### config.mk
export PLATFORM = sky130hd
export DESIGN_NAME = tpd_top
export DESIGN_NICKNAME = d
export VERILOG_FILES = /design/src/tpd_pkg.sv /design/src/tpd_sync.sv /design/src/tpd_term.sv /design/src/tpd_top.sv
export SDC_FILE = /design/constraint.sdc
export NUM_CORES = 1
export LEC_CHECK = 0
export BUFFER_PORTS_ARGS = -buffer_cell sky130_fd_sc_hd__buf_2
export CAP_MARGIN = 40
export CELL_PAD_IN_SITES_DETAIL_PLACEMENT = 1
export CELL_PAD_IN_SITES_GLOBAL_PLACEMENT = 1
export CORE_MARGIN = 2
export CORE_UTILIZATION = 40
export DETAILED_ROUTE_END_ITERATION = 10
export PLACE_DENSITY = 0.82
export SLEW_MARGIN = 25
export SYNTH_ARGS = -nofsm -noshare
export SYNTH_HDL_FRONTEND = slang
export SYNTH_SLANG_ARGS = --single-unit
### constraint.sdc
create_clock -name aclk -period 2.8 [get_ports aclk]
set_input_delay 0.56 -clock aclk [delete_from_list [all_inputs] [get_ports aclk]]
set_output_delay 0.56 -clock aclk [all_outputs]
set_load 0.05 [all_outputs]
### src/tpd_pkg.sv
// package: register map, field layout and codes for the terminal drive and select block
package tpd_pkg;
   // ----------------------------------------
   // register indices (printed offsets) and byte addresses
   // ----------------------------------------
   localparam logic [7:0] TPD_IDX_FIRST_TRIGGER_TERMINAL = 8'h24;
   localparam logic [7:0] TPD_IDX_SECOND_TRIGGER_TERMINAL = 8'h25;
   localparam logic [7:0] TPD_IDX_MOD = 8'h26;
   localparam logic [7:0] TPD_IDX_OUT = 8'h27;
   localparam int TPD_ADDR_W = 12;
   localparam logic [11:0] TPD_ADDR_FIRST_TRIGGER_TERMINAL = {2'h0, TPD_IDX_FIRST_TRIGGER_TERMINAL, 2'h0};
   localparam logic [11:0] TPD_ADDR_SECOND_TRIGGER_TERMINAL = {2'h0, TPD_IDX_SECOND_TRIGGER_TERMINAL, 2'h0};
   localparam logic [11:0] TPD_ADDR_MOD = {2'h0, TPD_IDX_MOD, 2'h0};
   localparam logic [11:0] TPD_ADDR_OUT = {2'h0, TPD_IDX_OUT, 2'h0};
   localparam logic [11:0] TPD_ADDR_STATUS = 12'h0A0;
   // ----------------------------------------
   // field layout and reset values
   // ----------------------------------------
   localparam int TPD_DRV_LSB = 0;
   localparam int TPD_DRV_MSB = 2;
   localparam int TPD_SEL_LSB = 3;
   localparam int TPD_SEL_MSB = 7;
   localparam logic [7:0] TPD_CFG_RESET = 8'h00;
   localparam logic [1:0] TPD_RESP_OKAY = 2'h0;
   localparam logic [1:0] TPD_RESP_SLVERR = 2'h2;
   localparam int TPD_NUM_TERM = 4;
   // ----------------------------------------
   // drive-state codes
   // ----------------------------------------
   localparam logic [2:0] TPD_DRV_HIZ = 3'h0;
   localparam logic [2:0] TPD_DRV_OD = 3'h1;
   localparam logic [2:0] TPD_DRV_PP = 3'h2;
   localparam logic [2:0] TPD_DRV_RSVD = 3'h3;
   localparam logic [2:0] TPD_DRV_GND = 3'h4;
   localparam logic [2:0] TPD_DRV_OD_INV = 3'h5;
   localparam logic [2:0] TPD_DRV_PP_INV = 3'h6;
   localparam logic [2:0] TPD_DRV_INPUT = 3'h7;
   // ----------------------------------------
   // selector codes
   // ----------------------------------------
   localparam logic [4:0] TPD_SEL_GND = 5'h00;
   localparam logic [4:0] TPD_SEL_RAW_FIRST_TRIGGER_TERMINAL = 5'h01;
   localparam logic [4:0] TPD_SEL_RAW_SECOND_TRIGGER_TERMINAL = 5'h02;
   localparam logic [4:0] TPD_SEL_RAW_MOD = 5'h03;
   localparam logic [4:0] TPD_SEL_SYN_FIRST_TRIGGER_TERMINAL = 5'h04;
   localparam logic [4:0] TPD_SEL_SYN_SECOND_TRIGGER_TERMINAL = 5'h05;
   localparam logic [4:0] TPD_SEL_SYN_MOD = 5'h06;
   localparam logic [4:0] TPD_SEL_READBACK = 5'h07;
   localparam logic [4:0] TPD_SEL_COMPARATOR_ZERO_OUTPUT = 5'h08;
   localparam logic [4:0] TPD_SEL_COMPARATOR_ONE_OUTPUT = 5'h09;
   localparam logic [4:0] TPD_SEL_LOCK = 5'h0A;
   localparam logic [4:0] TPD_SEL_DLOCK = 5'h0B;
   localparam logic [4:0] TPD_SEL_CP_GOOD = 5'h0C;
   localparam logic [4:0] TPD_SEL_CP_HIGH = 5'h0D;
   localparam logic [4:0] TPD_SEL_CP_LOW = 5'h0E;
   // ----------------------------------------
   // bus slave states
   // ----------------------------------------
   typedef enum logic [1:0] {
      TPD_WR_IDLE = 2'b00,
      TPD_WR_RESP = 2'b01
   } tpd_wr_state_t;
endpackage : tpd_pkg

### src/tpd_sync.sv
// two-stage synchroniser for one terminal input
`timescale 1ns/100ps
module tpd_sync
   import tpd_pkg::*;
(
   input wire logic aclk,
   input wire logic aresetn,
   input wire logic din,
   output logic dout
);
   typedef struct packed {
      logic meta;
      logic sync;
   } tpd_sync_state_t;
   tpd_sync_state_t st_reg;
   tpd_sync_state_t st_next;

   // first stage is read only by the second stage
   always_comb begin
      st_next = st_reg;
      st_next.meta = din;
      st_next.sync = st_reg.meta;
   end

   always_ff @(posedge aclk) begin
      if (!aresetn) begin
         st_reg <= '0;
      end else begin
         st_reg <= st_next;
      end
   end

   assign dout = st_reg.sync;
endmodule : tpd_sync

### src/tpd_term.sv
// one terminal: signal select, drive-state decode, registered pin controls
`timescale 1ns/100ps
module tpd_term
   import tpd_pkg::*;
(
   input wire logic aclk,
   input wire logic aresetn,
   input wire logic [7:0] cfg,
   input wire logic [14:0] sources,
   output logic pin_o,
   output logic pin_oe_n,
   output logic sel_value
);
   typedef struct packed {
      logic pin_o;
      logic pin_oe_n;
      logic sel_value;
   } tpd_term_state_t;
   tpd_term_state_t st_reg;
   tpd_term_state_t st_next;
   logic [2:0] drv;
   logic [4:0] sel;
   logic s;

   assign drv = cfg[TPD_DRV_MSB:TPD_DRV_LSB];
   assign sel = cfg[TPD_SEL_MSB:TPD_SEL_LSB];

   always_comb begin
      st_next = st_reg;
      // codes above 14 belong to functions outside this block; they read as ground
      s = (sel <= TPD_SEL_CP_LOW) ? sources[sel[3:0]] : 1'b0;
      st_next.sel_value = s;
      st_next.pin_o = 1'b0;
      st_next.pin_oe_n = 1'b1;
      unique case (drv)
         TPD_DRV_HIZ, TPD_DRV_RSVD: begin
            st_next.pin_oe_n = 1'b1;
         end
         TPD_DRV_OD: begin
            st_next.pin_oe_n = s;
         end
         TPD_DRV_OD_INV: begin
            st_next.pin_oe_n = ~s;
         end
         TPD_DRV_PP: begin
            st_next.pin_o = s;
            st_next.pin_oe_n = 1'b0;
         end
         TPD_DRV_PP_INV: begin
            st_next.pin_o = ~s;
            st_next.pin_oe_n = 1'b0;
         end
         TPD_DRV_GND: begin
            st_next.pin_oe_n = 1'b0;
         end
         TPD_DRV_INPUT: begin
            st_next.pin_oe_n = 1'b1;
         end
      endcase
   end

   always_ff @(posedge aclk) begin
      if (!aresetn) begin
         st_reg <= '{pin_o: 1'b0, pin_oe_n: 1'b1, sel_value: 1'b0};
      end else begin
         st_reg <= st_next;
      end
   end

   assign pin_o = st_reg.pin_o;
   assign pin_oe_n = st_reg.pin_oe_n;
   assign sel_value = st_reg.sel_value;
endmodule : tpd_term

### src/tpd_top.sv
// top: axi4-lite register file, input synchronisers and the four terminals
//
// Operation
// - each of four terminals has a 3-bit drive field, reset 0 = high impedance
// - code 1 open drain of selected signal, code 5 open drain of its inverse
// - code 2 drives actively with signal, code 6 drives inverted signal
// - selector 4 gives first trigger input after synchroniser
// - selector 5 gives second trigger input after synchroniser
// - selector 6 gives modulation input after synchroniser
// - selector 10 gives lock: digital lock and pump voltage within both thresholds
// - selector 13 gives pump voltage above high threshold
// - selector 14 gives pump voltage below low threshold
`timescale 1ns/100ps
module tpd_top
   import tpd_pkg::*;
(
   input wire logic aclk,
   input wire logic aresetn,
   input wire logic [11:0] s_axi_awaddr,
   input wire logic s_axi_awvalid,
   output logic s_axi_awready,
   input wire logic [31:0] s_axi_wdata,
   input wire logic [3:0] s_axi_wstrb,
   input wire logic s_axi_wvalid,
   output logic s_axi_wready,
   output logic [1:0] s_axi_bresp,
   output logic s_axi_bvalid,
   input wire logic s_axi_bready,
   input wire logic [11:0] s_axi_araddr,
   input wire logic s_axi_arvalid,
   output logic s_axi_arready,
   output logic [31:0] s_axi_rdata,
   output logic [1:0] s_axi_rresp,
   output logic s_axi_rvalid,
   input wire logic s_axi_rready,
   input wire logic first_trigger_terminal_i,
   output logic first_trigger_terminal_o,
   output logic first_trigger_terminal_oe_n,
   input wire logic second_trigger_terminal_i,
   output logic second_trigger_terminal_o,
   output logic second_trigger_terminal_oe_n,
   input wire logic modulation_terminal_i,
   output logic modulation_terminal_o,
   output logic modulation_terminal_oe_n,
   input wire logic multiplexed_output_terminal_i,
   output logic multiplexed_output_terminal_o,
   output logic multiplexed_output_terminal_oe_n,
   input wire logic readback_data,
   input wire logic comparator_zero_output,
   input wire logic comparator_one_output,
   input wire logic digital_lock_indication,
   input wire logic pump_voltage_high,
   input wire logic pump_voltage_low,
   output logic first_trigger_sync,
   output logic second_trigger_sync,
   output logic modulation_sync
);
   // ----------------------------------------
   // state
   // ----------------------------------------
   typedef struct packed {
      logic [TPD_NUM_TERM-1:0][7:0] cfg;
      logic aw_full;
      logic [11:0] aw_addr;
      logic w_full;
      logic [31:0] w_data;
      logic [3:0] w_strb;
      tpd_wr_state_t wr_state;
      logic [1:0] bresp;
      logic rvalid;
      logic [31:0] rdata;
      logic [1:0] rresp;
      logic [2:0] syn_out;
      // registered handshake outputs, so no bus port is driven through a gate
      logic awready;
      logic wready;
      logic bvalid;
      logic arready;
   } tpd_top_state_t;
   tpd_top_state_t st_reg;
   tpd_top_state_t st_next;

   logic syn_first_trigger_terminal;
   logic syn_second_trigger_terminal;
   logic syn_mod;
   logic combined_lock_indication;
   logic pump_in_range;
   logic [14:0] sources;
   logic [TPD_NUM_TERM-1:0] term_o;
   logic [TPD_NUM_TERM-1:0] term_oe_n;
   logic [TPD_NUM_TERM-1:0] term_val;

   // ----------------------------------------
   // synchronisers
   // ----------------------------------------
   tpd_sync u_sync_first_trigger_terminal (
      .aclk(aclk),
      .aresetn(aresetn),
      .din(first_trigger_terminal_i),
      .dout(syn_first_trigger_terminal)
   );
   tpd_sync u_sync_second_trigger_terminal (
      .aclk(aclk),
      .aresetn(aresetn),
      .din(second_trigger_terminal_i),
      .dout(syn_second_trigger_terminal)
   );
   tpd_sync u_sync_mod (
      .aclk(aclk),
      .aresetn(aresetn),
      .din(modulation_terminal_i),
      .dout(syn_mod)
   );

   // ----------------------------------------
   // selectable sources
   // ----------------------------------------
   assign pump_in_range = ~pump_voltage_high & ~pump_voltage_low;
   assign combined_lock_indication = digital_lock_indication & pump_in_range;

   // raw inputs are asynchronous to aclk; selecting them is a pass-through, not a clean sample
   always_comb begin
      sources = '0;
      sources[TPD_SEL_GND[3:0]] = 1'b0;
      sources[TPD_SEL_RAW_FIRST_TRIGGER_TERMINAL[3:0]] = first_trigger_terminal_i;
      sources[TPD_SEL_RAW_SECOND_TRIGGER_TERMINAL[3:0]] = second_trigger_terminal_i;
      sources[TPD_SEL_RAW_MOD[3:0]] = modulation_terminal_i;
      sources[TPD_SEL_SYN_FIRST_TRIGGER_TERMINAL[3:0]] = syn_first_trigger_terminal;
      sources[TPD_SEL_SYN_SECOND_TRIGGER_TERMINAL[3:0]] = syn_second_trigger_terminal;
      sources[TPD_SEL_SYN_MOD[3:0]] = syn_mod;
      sources[TPD_SEL_READBACK[3:0]] = readback_data;
      sources[TPD_SEL_COMPARATOR_ZERO_OUTPUT[3:0]] = comparator_zero_output;
      sources[TPD_SEL_COMPARATOR_ONE_OUTPUT[3:0]] = comparator_one_output;
      sources[TPD_SEL_LOCK[3:0]] = combined_lock_indication;
      sources[TPD_SEL_DLOCK[3:0]] = digital_lock_indication;
      sources[TPD_SEL_CP_GOOD[3:0]] = pump_in_range;
      sources[TPD_SEL_CP_HIGH[3:0]] = pump_voltage_high;
      sources[TPD_SEL_CP_LOW[3:0]] = pump_voltage_low;
   end

   // ----------------------------------------
   // terminals
   // ----------------------------------------
   genvar gi;
   generate
      for (gi = 0; gi < TPD_NUM_TERM; gi++) begin : g_term
         tpd_term u_term (
            .aclk(aclk),
            .aresetn(aresetn),
            .cfg(st_reg.cfg[gi]),
            .sources(sources),
            .pin_o(term_o[gi]),
            .pin_oe_n(term_oe_n[gi]),
            .sel_value(term_val[gi])
         );
      end
   endgenerate

   // ----------------------------------------
   // status word
   // ----------------------------------------
   // read only; a write to it is answered okay and changes nothing
   logic [31:0] status_word;

   always_comb begin
      status_word = '0;
      status_word[0] = pump_voltage_low;
      status_word[1] = pump_voltage_high;
      status_word[2] = pump_in_range;
      status_word[3] = combined_lock_indication;
      status_word[4] = first_trigger_terminal_i;
      status_word[5] = second_trigger_terminal_i;
      status_word[6] = modulation_terminal_i;
      status_word[7] = multiplexed_output_terminal_i;
      // selected values come from the terminal registers, one cycle behind their sources
      status_word[11:8] = term_val;
   end

   // ----------------------------------------
   // axi4-lite slave
   // ----------------------------------------
   function automatic logic [2:0] map_addr(input logic [11:0] a);
      logic [2:0] r;
      r = 3'h4;
      if (a == TPD_ADDR_FIRST_TRIGGER_TERMINAL) r = 3'h0;
      if (a == TPD_ADDR_SECOND_TRIGGER_TERMINAL) r = 3'h1;
      if (a == TPD_ADDR_MOD) r = 3'h2;
      if (a == TPD_ADDR_OUT) r = 3'h3;
      if (a == TPD_ADDR_STATUS) r = 3'h5;
      return r;
   endfunction : map_addr

   logic [2:0] wsel;
   logic [2:0] rsel;

   always_comb begin
      st_next = st_reg;
      wsel = map_addr(st_reg.aw_addr);
      rsel = map_addr(s_axi_araddr);
      st_next.syn_out = {syn_mod, syn_second_trigger_terminal, syn_first_trigger_terminal};
      // write channels taken independently, in either order
      if (s_axi_awvalid && !st_reg.aw_full) begin
         st_next.aw_full = 1'b1;
         st_next.aw_addr = s_axi_awaddr;
      end
      if (s_axi_wvalid && !st_reg.w_full) begin
         st_next.w_full = 1'b1;
         st_next.w_data = s_axi_wdata;
         st_next.w_strb = s_axi_wstrb;
      end
      unique case (st_reg.wr_state)
         TPD_WR_IDLE: begin
            if (st_reg.aw_full && st_reg.w_full) begin
               st_next.bresp = TPD_RESP_OKAY;
               if (wsel < 3'h4) begin
                  // only byte lane 0 holds a field; other lanes are ignored
                  if (st_reg.w_strb[0]) begin
                     st_next.cfg[wsel[1:0]] = st_reg.w_data[7:0];
                  end
               end else if (wsel == 3'h4) begin
                  st_next.bresp = TPD_RESP_SLVERR;
               end
               st_next.wr_state = TPD_WR_RESP;
            end
         end
         TPD_WR_RESP: begin
            if (s_axi_bready) begin
               st_next.aw_full = 1'b0;
               st_next.w_full = 1'b0;
               st_next.wr_state = TPD_WR_IDLE;
            end
         end
         default: begin
            st_next.wr_state = TPD_WR_IDLE;
         end
      endcase
      // read: one at a time, answered the cycle after arvalid is taken
      if (st_reg.rvalid) begin
         if (s_axi_rready) begin
            st_next.rvalid = 1'b0;
         end
      end else if (s_axi_arvalid) begin
         st_next.rvalid = 1'b1;
         st_next.rresp = TPD_RESP_OKAY;
         st_next.rdata = '0;
         if (rsel < 3'h4) begin
            st_next.rdata = {24'h000000, st_reg.cfg[rsel[1:0]]};
         end else if (rsel == 3'h5) begin
            st_next.rdata = status_word;
         end else begin
            st_next.rresp = TPD_RESP_SLVERR;
         end
      end
      // handshake outputs follow the next state, so they change on the same edge as before
      st_next.awready = ~st_next.aw_full;
      st_next.wready = ~st_next.w_full;
      st_next.bvalid = (st_next.wr_state == TPD_WR_RESP);
      st_next.arready = ~st_next.rvalid;
   end

   always_ff @(posedge aclk) begin
      if (!aresetn) begin
         st_reg <= '0;
         st_reg.cfg <= {TPD_NUM_TERM{TPD_CFG_RESET}};
         st_reg.wr_state <= TPD_WR_IDLE;
         // ready outputs come up high so the first request after reset is taken at once
         st_reg.awready <= 1'b1;
         st_reg.wready <= 1'b1;
         st_reg.arready <= 1'b1;
      end else begin
         st_reg <= st_next;
      end
   end

   // ----------------------------------------
   // outputs
   // ----------------------------------------
   assign s_axi_awready = st_reg.awready;
   assign s_axi_wready = st_reg.wready;
   assign s_axi_bvalid = st_reg.bvalid;
   assign s_axi_bresp = st_reg.bresp;
   assign s_axi_arready = st_reg.arready;
   assign s_axi_rvalid = st_reg.rvalid;
   assign s_axi_rdata = st_reg.rdata;
   assign s_axi_rresp = st_reg.rresp;
   assign first_trigger_terminal_o = term_o[0];
   assign first_trigger_terminal_oe_n = term_oe_n[0];
   assign second_trigger_terminal_o = term_o[1];
   assign second_trigger_terminal_oe_n = term_oe_n[1];
   assign modulation_terminal_o = term_o[2];
   assign modulation_terminal_oe_n = term_oe_n[2];
   assign multiplexed_output_terminal_o = term_o[3];
   assign multiplexed_output_terminal_oe_n = term_oe_n[3];
   assign first_trigger_sync = st_reg.syn_out[0];
   assign second_trigger_sync = st_reg.syn_out[1];
   assign modulation_sync = st_reg.syn_out[2];
endmodule : tpd_top

==> metrics.csv <==
stage,metric,value,unit
outcome,status,"finished, final reports clean",
critical_path,crit path capture type,flop,
synthesis,top cell type by total area after synthesis,dfxtp_1,
timing,post-layout min period,2370,ps
cts,clk sinks,97,
timing,Worst Max-Slew Pin Slew,637,ps
floorplanning,Die Wd,114,um
drt,routed vias,4065,
synthesis,Synth Area in Compound Gates,0.163,
cts,hold buffers post-CTS,0,
synthesis,Synth top area share,0.398,
floorplanning,Initial Util,0.408,
timing,Setup-failing EPs final,0,
synthesis,ys async rst share,0,
cts,H-tree depth,3,
critical_path,startpoint class of the critical path,flop,
synthesis,synthesized area,4880,um^2
synthesis,post-synthesis xor/xnor area fraction,0.00179,
timing,fmax,422,MHz
synthesis,commonest register cell after synthesis,dfxtp_1,
critical_path,Worst Path Required,3030,ps
critical_path,critical-path cell list,"mux4_2, or3b_2, nand3b_1, o31ai_1, a211oi_1",
critical_path,Critical-path top delay cell,dfxtp_1,
synthesis,post-synthesis mux area share,0.117,
critical_path,CP Class,reg2reg,
cts,Clock Tree Buf Depth,2,
floorplanning,Core Box Area,12000,um^2
synthesis,Syn. warnings,0,
global_routing,vias in the first global route,4016,
timing,Worst Skew,4.84,ps
cts,Post-CTS Resized,0,
cells_and_area,number of nets in the layout,663,
synthesis,Synth Instances,529,
global_routing,largest net degree at the start of global routing,35,
cts,"Reg clk slew, reported paths",70,ps
floorplanning,die area,13100,um^2
floorplanning,Ports,129,
synthesis,#FFs+latches synth,97,
critical_path,CP max stage delay,570,ps
drt,DRC violations left,0,
cells_and_area,Area Overhead vs Synth,13.3,%
critical_path,Worst EP arrival,2590,ps
synthesis,simple-gate area share of the yosys netlist,0.230,
drt,drt pass-1 iters,4,
cells_and_area,share of layout cells above drive strength 1,0.222,
cts,postcts setup bufs,0,
timing,crit share post-route,0.846,
global_routing,first-pass GRT wire length,20700,um
cells_and_area,Filler cells,1417,
drt,Detailed Route Iter0 Violations,191,
drt,Detail Route Antenna Nets,0,
floorplanning,row cnt,40,
drt,final wirelength,12900,um
synthesis,number of enable flip-flop cells after synthesis,0,
place,Place WS,370,ps
timing,Slew HR,0.569,
synthesis,syn avg cell area,9.23,um^2
timing,fin. max-slew vios,0,
synthesis,ranking of synthesized cells by area,"dfxtp_1, mux2i_1, buf_4",
timing,Final WS setup,432,ps
global_routing,initial antenna violation count,0,
drt,wire length per cell,17.5,um
critical_path,crit-path max FO,11,
timing,Final Hold Fails,0,
place,port buffer count,79,
place,hpwl dp,9470,um
timing,RSZ-0062 raised after global routing,false,
critical_path,worst path bufs/invs,0,
cts,clock latency on the worst-skew pair,350,ps
cells_and_area,n_diodes,0,
timing,setup_tns,0,ps
pwr,peak supply drop,0.000294,V
synthesis,synthesized-area fraction occupied by adder cells,0,
floorplanning,die extent in y,114,um
critical_path,family with the most delay on the worst path,simple AND/OR/NAND/NOR gates,
global_routing,GRT Total Usage,0.202,
cts,Clock Tree Root,clkbuf_16,
hold_path,Hold/Removal Path Class,reg2reg,
cells_and_area,max reg flops,57,
cts,CTS tree,done,
synthesis,Yosys cell types,63,
place,GP Congestion,0.909,
global_routing,total grt overflow,0,
drt,via/cell ratio,5.51,
synthesis,largest family of logic cells by synthesized area,simple AND/OR/NAND/NOR gates,
synthesis,"Seq/Total Area, Yosys",0.398,
cts,CTS buffer count,9,
pwr,Pleak,2.14,nW
flow_run,Max Cap Viol,0,
pwr,pwr dens,565,nW/um^2
## report_power, final
group	switching (W)	internal (W)
sequential	0.0000293	0.00142
combinational	0.000233	0.0000926
clock	0.000560	0.000792
total	0.000823	0.00230
## cells by family after synthesis
logic type,Yosys count
muxes,49
AOI/OAI and AO/OA,109
other,1
buffers and inverters,72
xor gates and xnor gates,1
DFF,97
and+or+nand+nor,200
## layout by cell type, fill, tap and decap left out, types with 3 or more instances in the layout
cell         n
o211ai_1     3
o31ai_1      4
clkbuf_16    9
o221ai_1     3
nand3_1     20
o21a_1       3
clkinvlp_4   3
or4_1        3
nand2_1     60
nor4_1       3
a21oi_1     18
a21boi_0    26
a32oi_1      6
dfxtp_1     97
and2_1      11
mux2i_1     40
nand2b_1     7
inv_1        7
nand4_1      4
nor2b_1     41
buf_4        8
o21ai_0     16
nand3b_1     8
conb_1      23
mux2_2       3
mux4_2       6
nor3_1       3
a31o_2       6
a211oi_1     3
nor3b_1      4
nor4b_1      4
nor2_1      17
buf_2       79
## cells in the mapped netlist, drive strengths merged, types with 3 or more instances
| library cell | instances |
|---|---|
| dfxtp | 97 |
| nand2 | 60 |
| buf | 41 |
| nor2b | 41 |
| mux2i | 40 |
| a21boi | 26 |
| clkbuf | 24 |
| nand3 | 20 |
| a21oi | 18 |
| nor2 | 17 |
| o21ai | 16 |
| and2 | 11 |
| nand3b | 8 |
| inv | 7 |
| nand2b | 7 |
| a31o | 6 |
| a32oi | 6 |
| mux4 | 6 |
| nor4b | 5 |
| o31ai | 5 |
| a211oi | 4 |
| nand4 | 4 |
| nor3 | 4 |
| nor3b | 4 |
| nor4 | 4 |
| or4 | 4 |
| mux2 | 3 |
| o211ai | 3 |
| o21a | 3 |
| o221ai | 3 |
## cell type report
cell class | instances | area [um^2] | share of cell area
multi-input cells | 382 | 2580 | 0.467
flip-flops and latches | 97 | 1940 | 0.351
repair buffers | 89 | 470 | 0.0850
clock buffers | 9 | 225 | 0.0407
well taps | 147 | 184 | 0.0333
clock inverters | 7 | 103 | 0.0185
inverters | 7 | 26.3 | 0.00475
## worst reg2reg max path, cell delays in order (launching register included)
cell	delay [ps]
dfxtp_1	570
mux4_2	570
or3b_2	460
nand3b_1	220
o31ai_1	90
a211oi_1	340
## routing by layer
metal	share of wire	vias up	wire (um)	global-route usage
met5	0	-	0	0
met1	0.46	1972	5920	0.264
met2	0.48	129	6200	0.334
met3	0.045	16	586	0.0344
met4	0.016	0	208	0.0772
li1	-	1948	-	-
## path summary, 6_finish.rpt
path                              start                     end  slack (ps)  depth (start not counted)
setup / recovery            st_reg[116]  g_term[2].u_term.pin_o         430                          5
hold / removal    u_sync_mod.st_next[0]         u_sync_mod.dout         440                          1
setup reg to reg            st_reg[116]  g_term[2].u_term.pin_o         430                          5
hold reg to reg   u_sync_mod.st_next[0]         u_sync_mod.dout         440                          1
## through the flow
stage | hold WS [ps] | cells | power [W] | cell area [um^2] | utilization
3_5_place_dp | 428 | 720 | 0.00180 | 5190 | 0.434
3_3_place_gp | 415 | 720 | 0.00179 | 5190 | 0.434
5_1_grt | 455 | 738 | 0.00324 | 5530 | 0.462
4_1_cts | 444 | 736 | 0.00316 | 5520 | 0.461
2_1_floorplan | 412 | 551 | 0.00174 | 4960 | -
6_report | 439 | 738 | 0.00313 | 5530 | 0.462
Note: power is estimated with default switching activity, not from simulation.
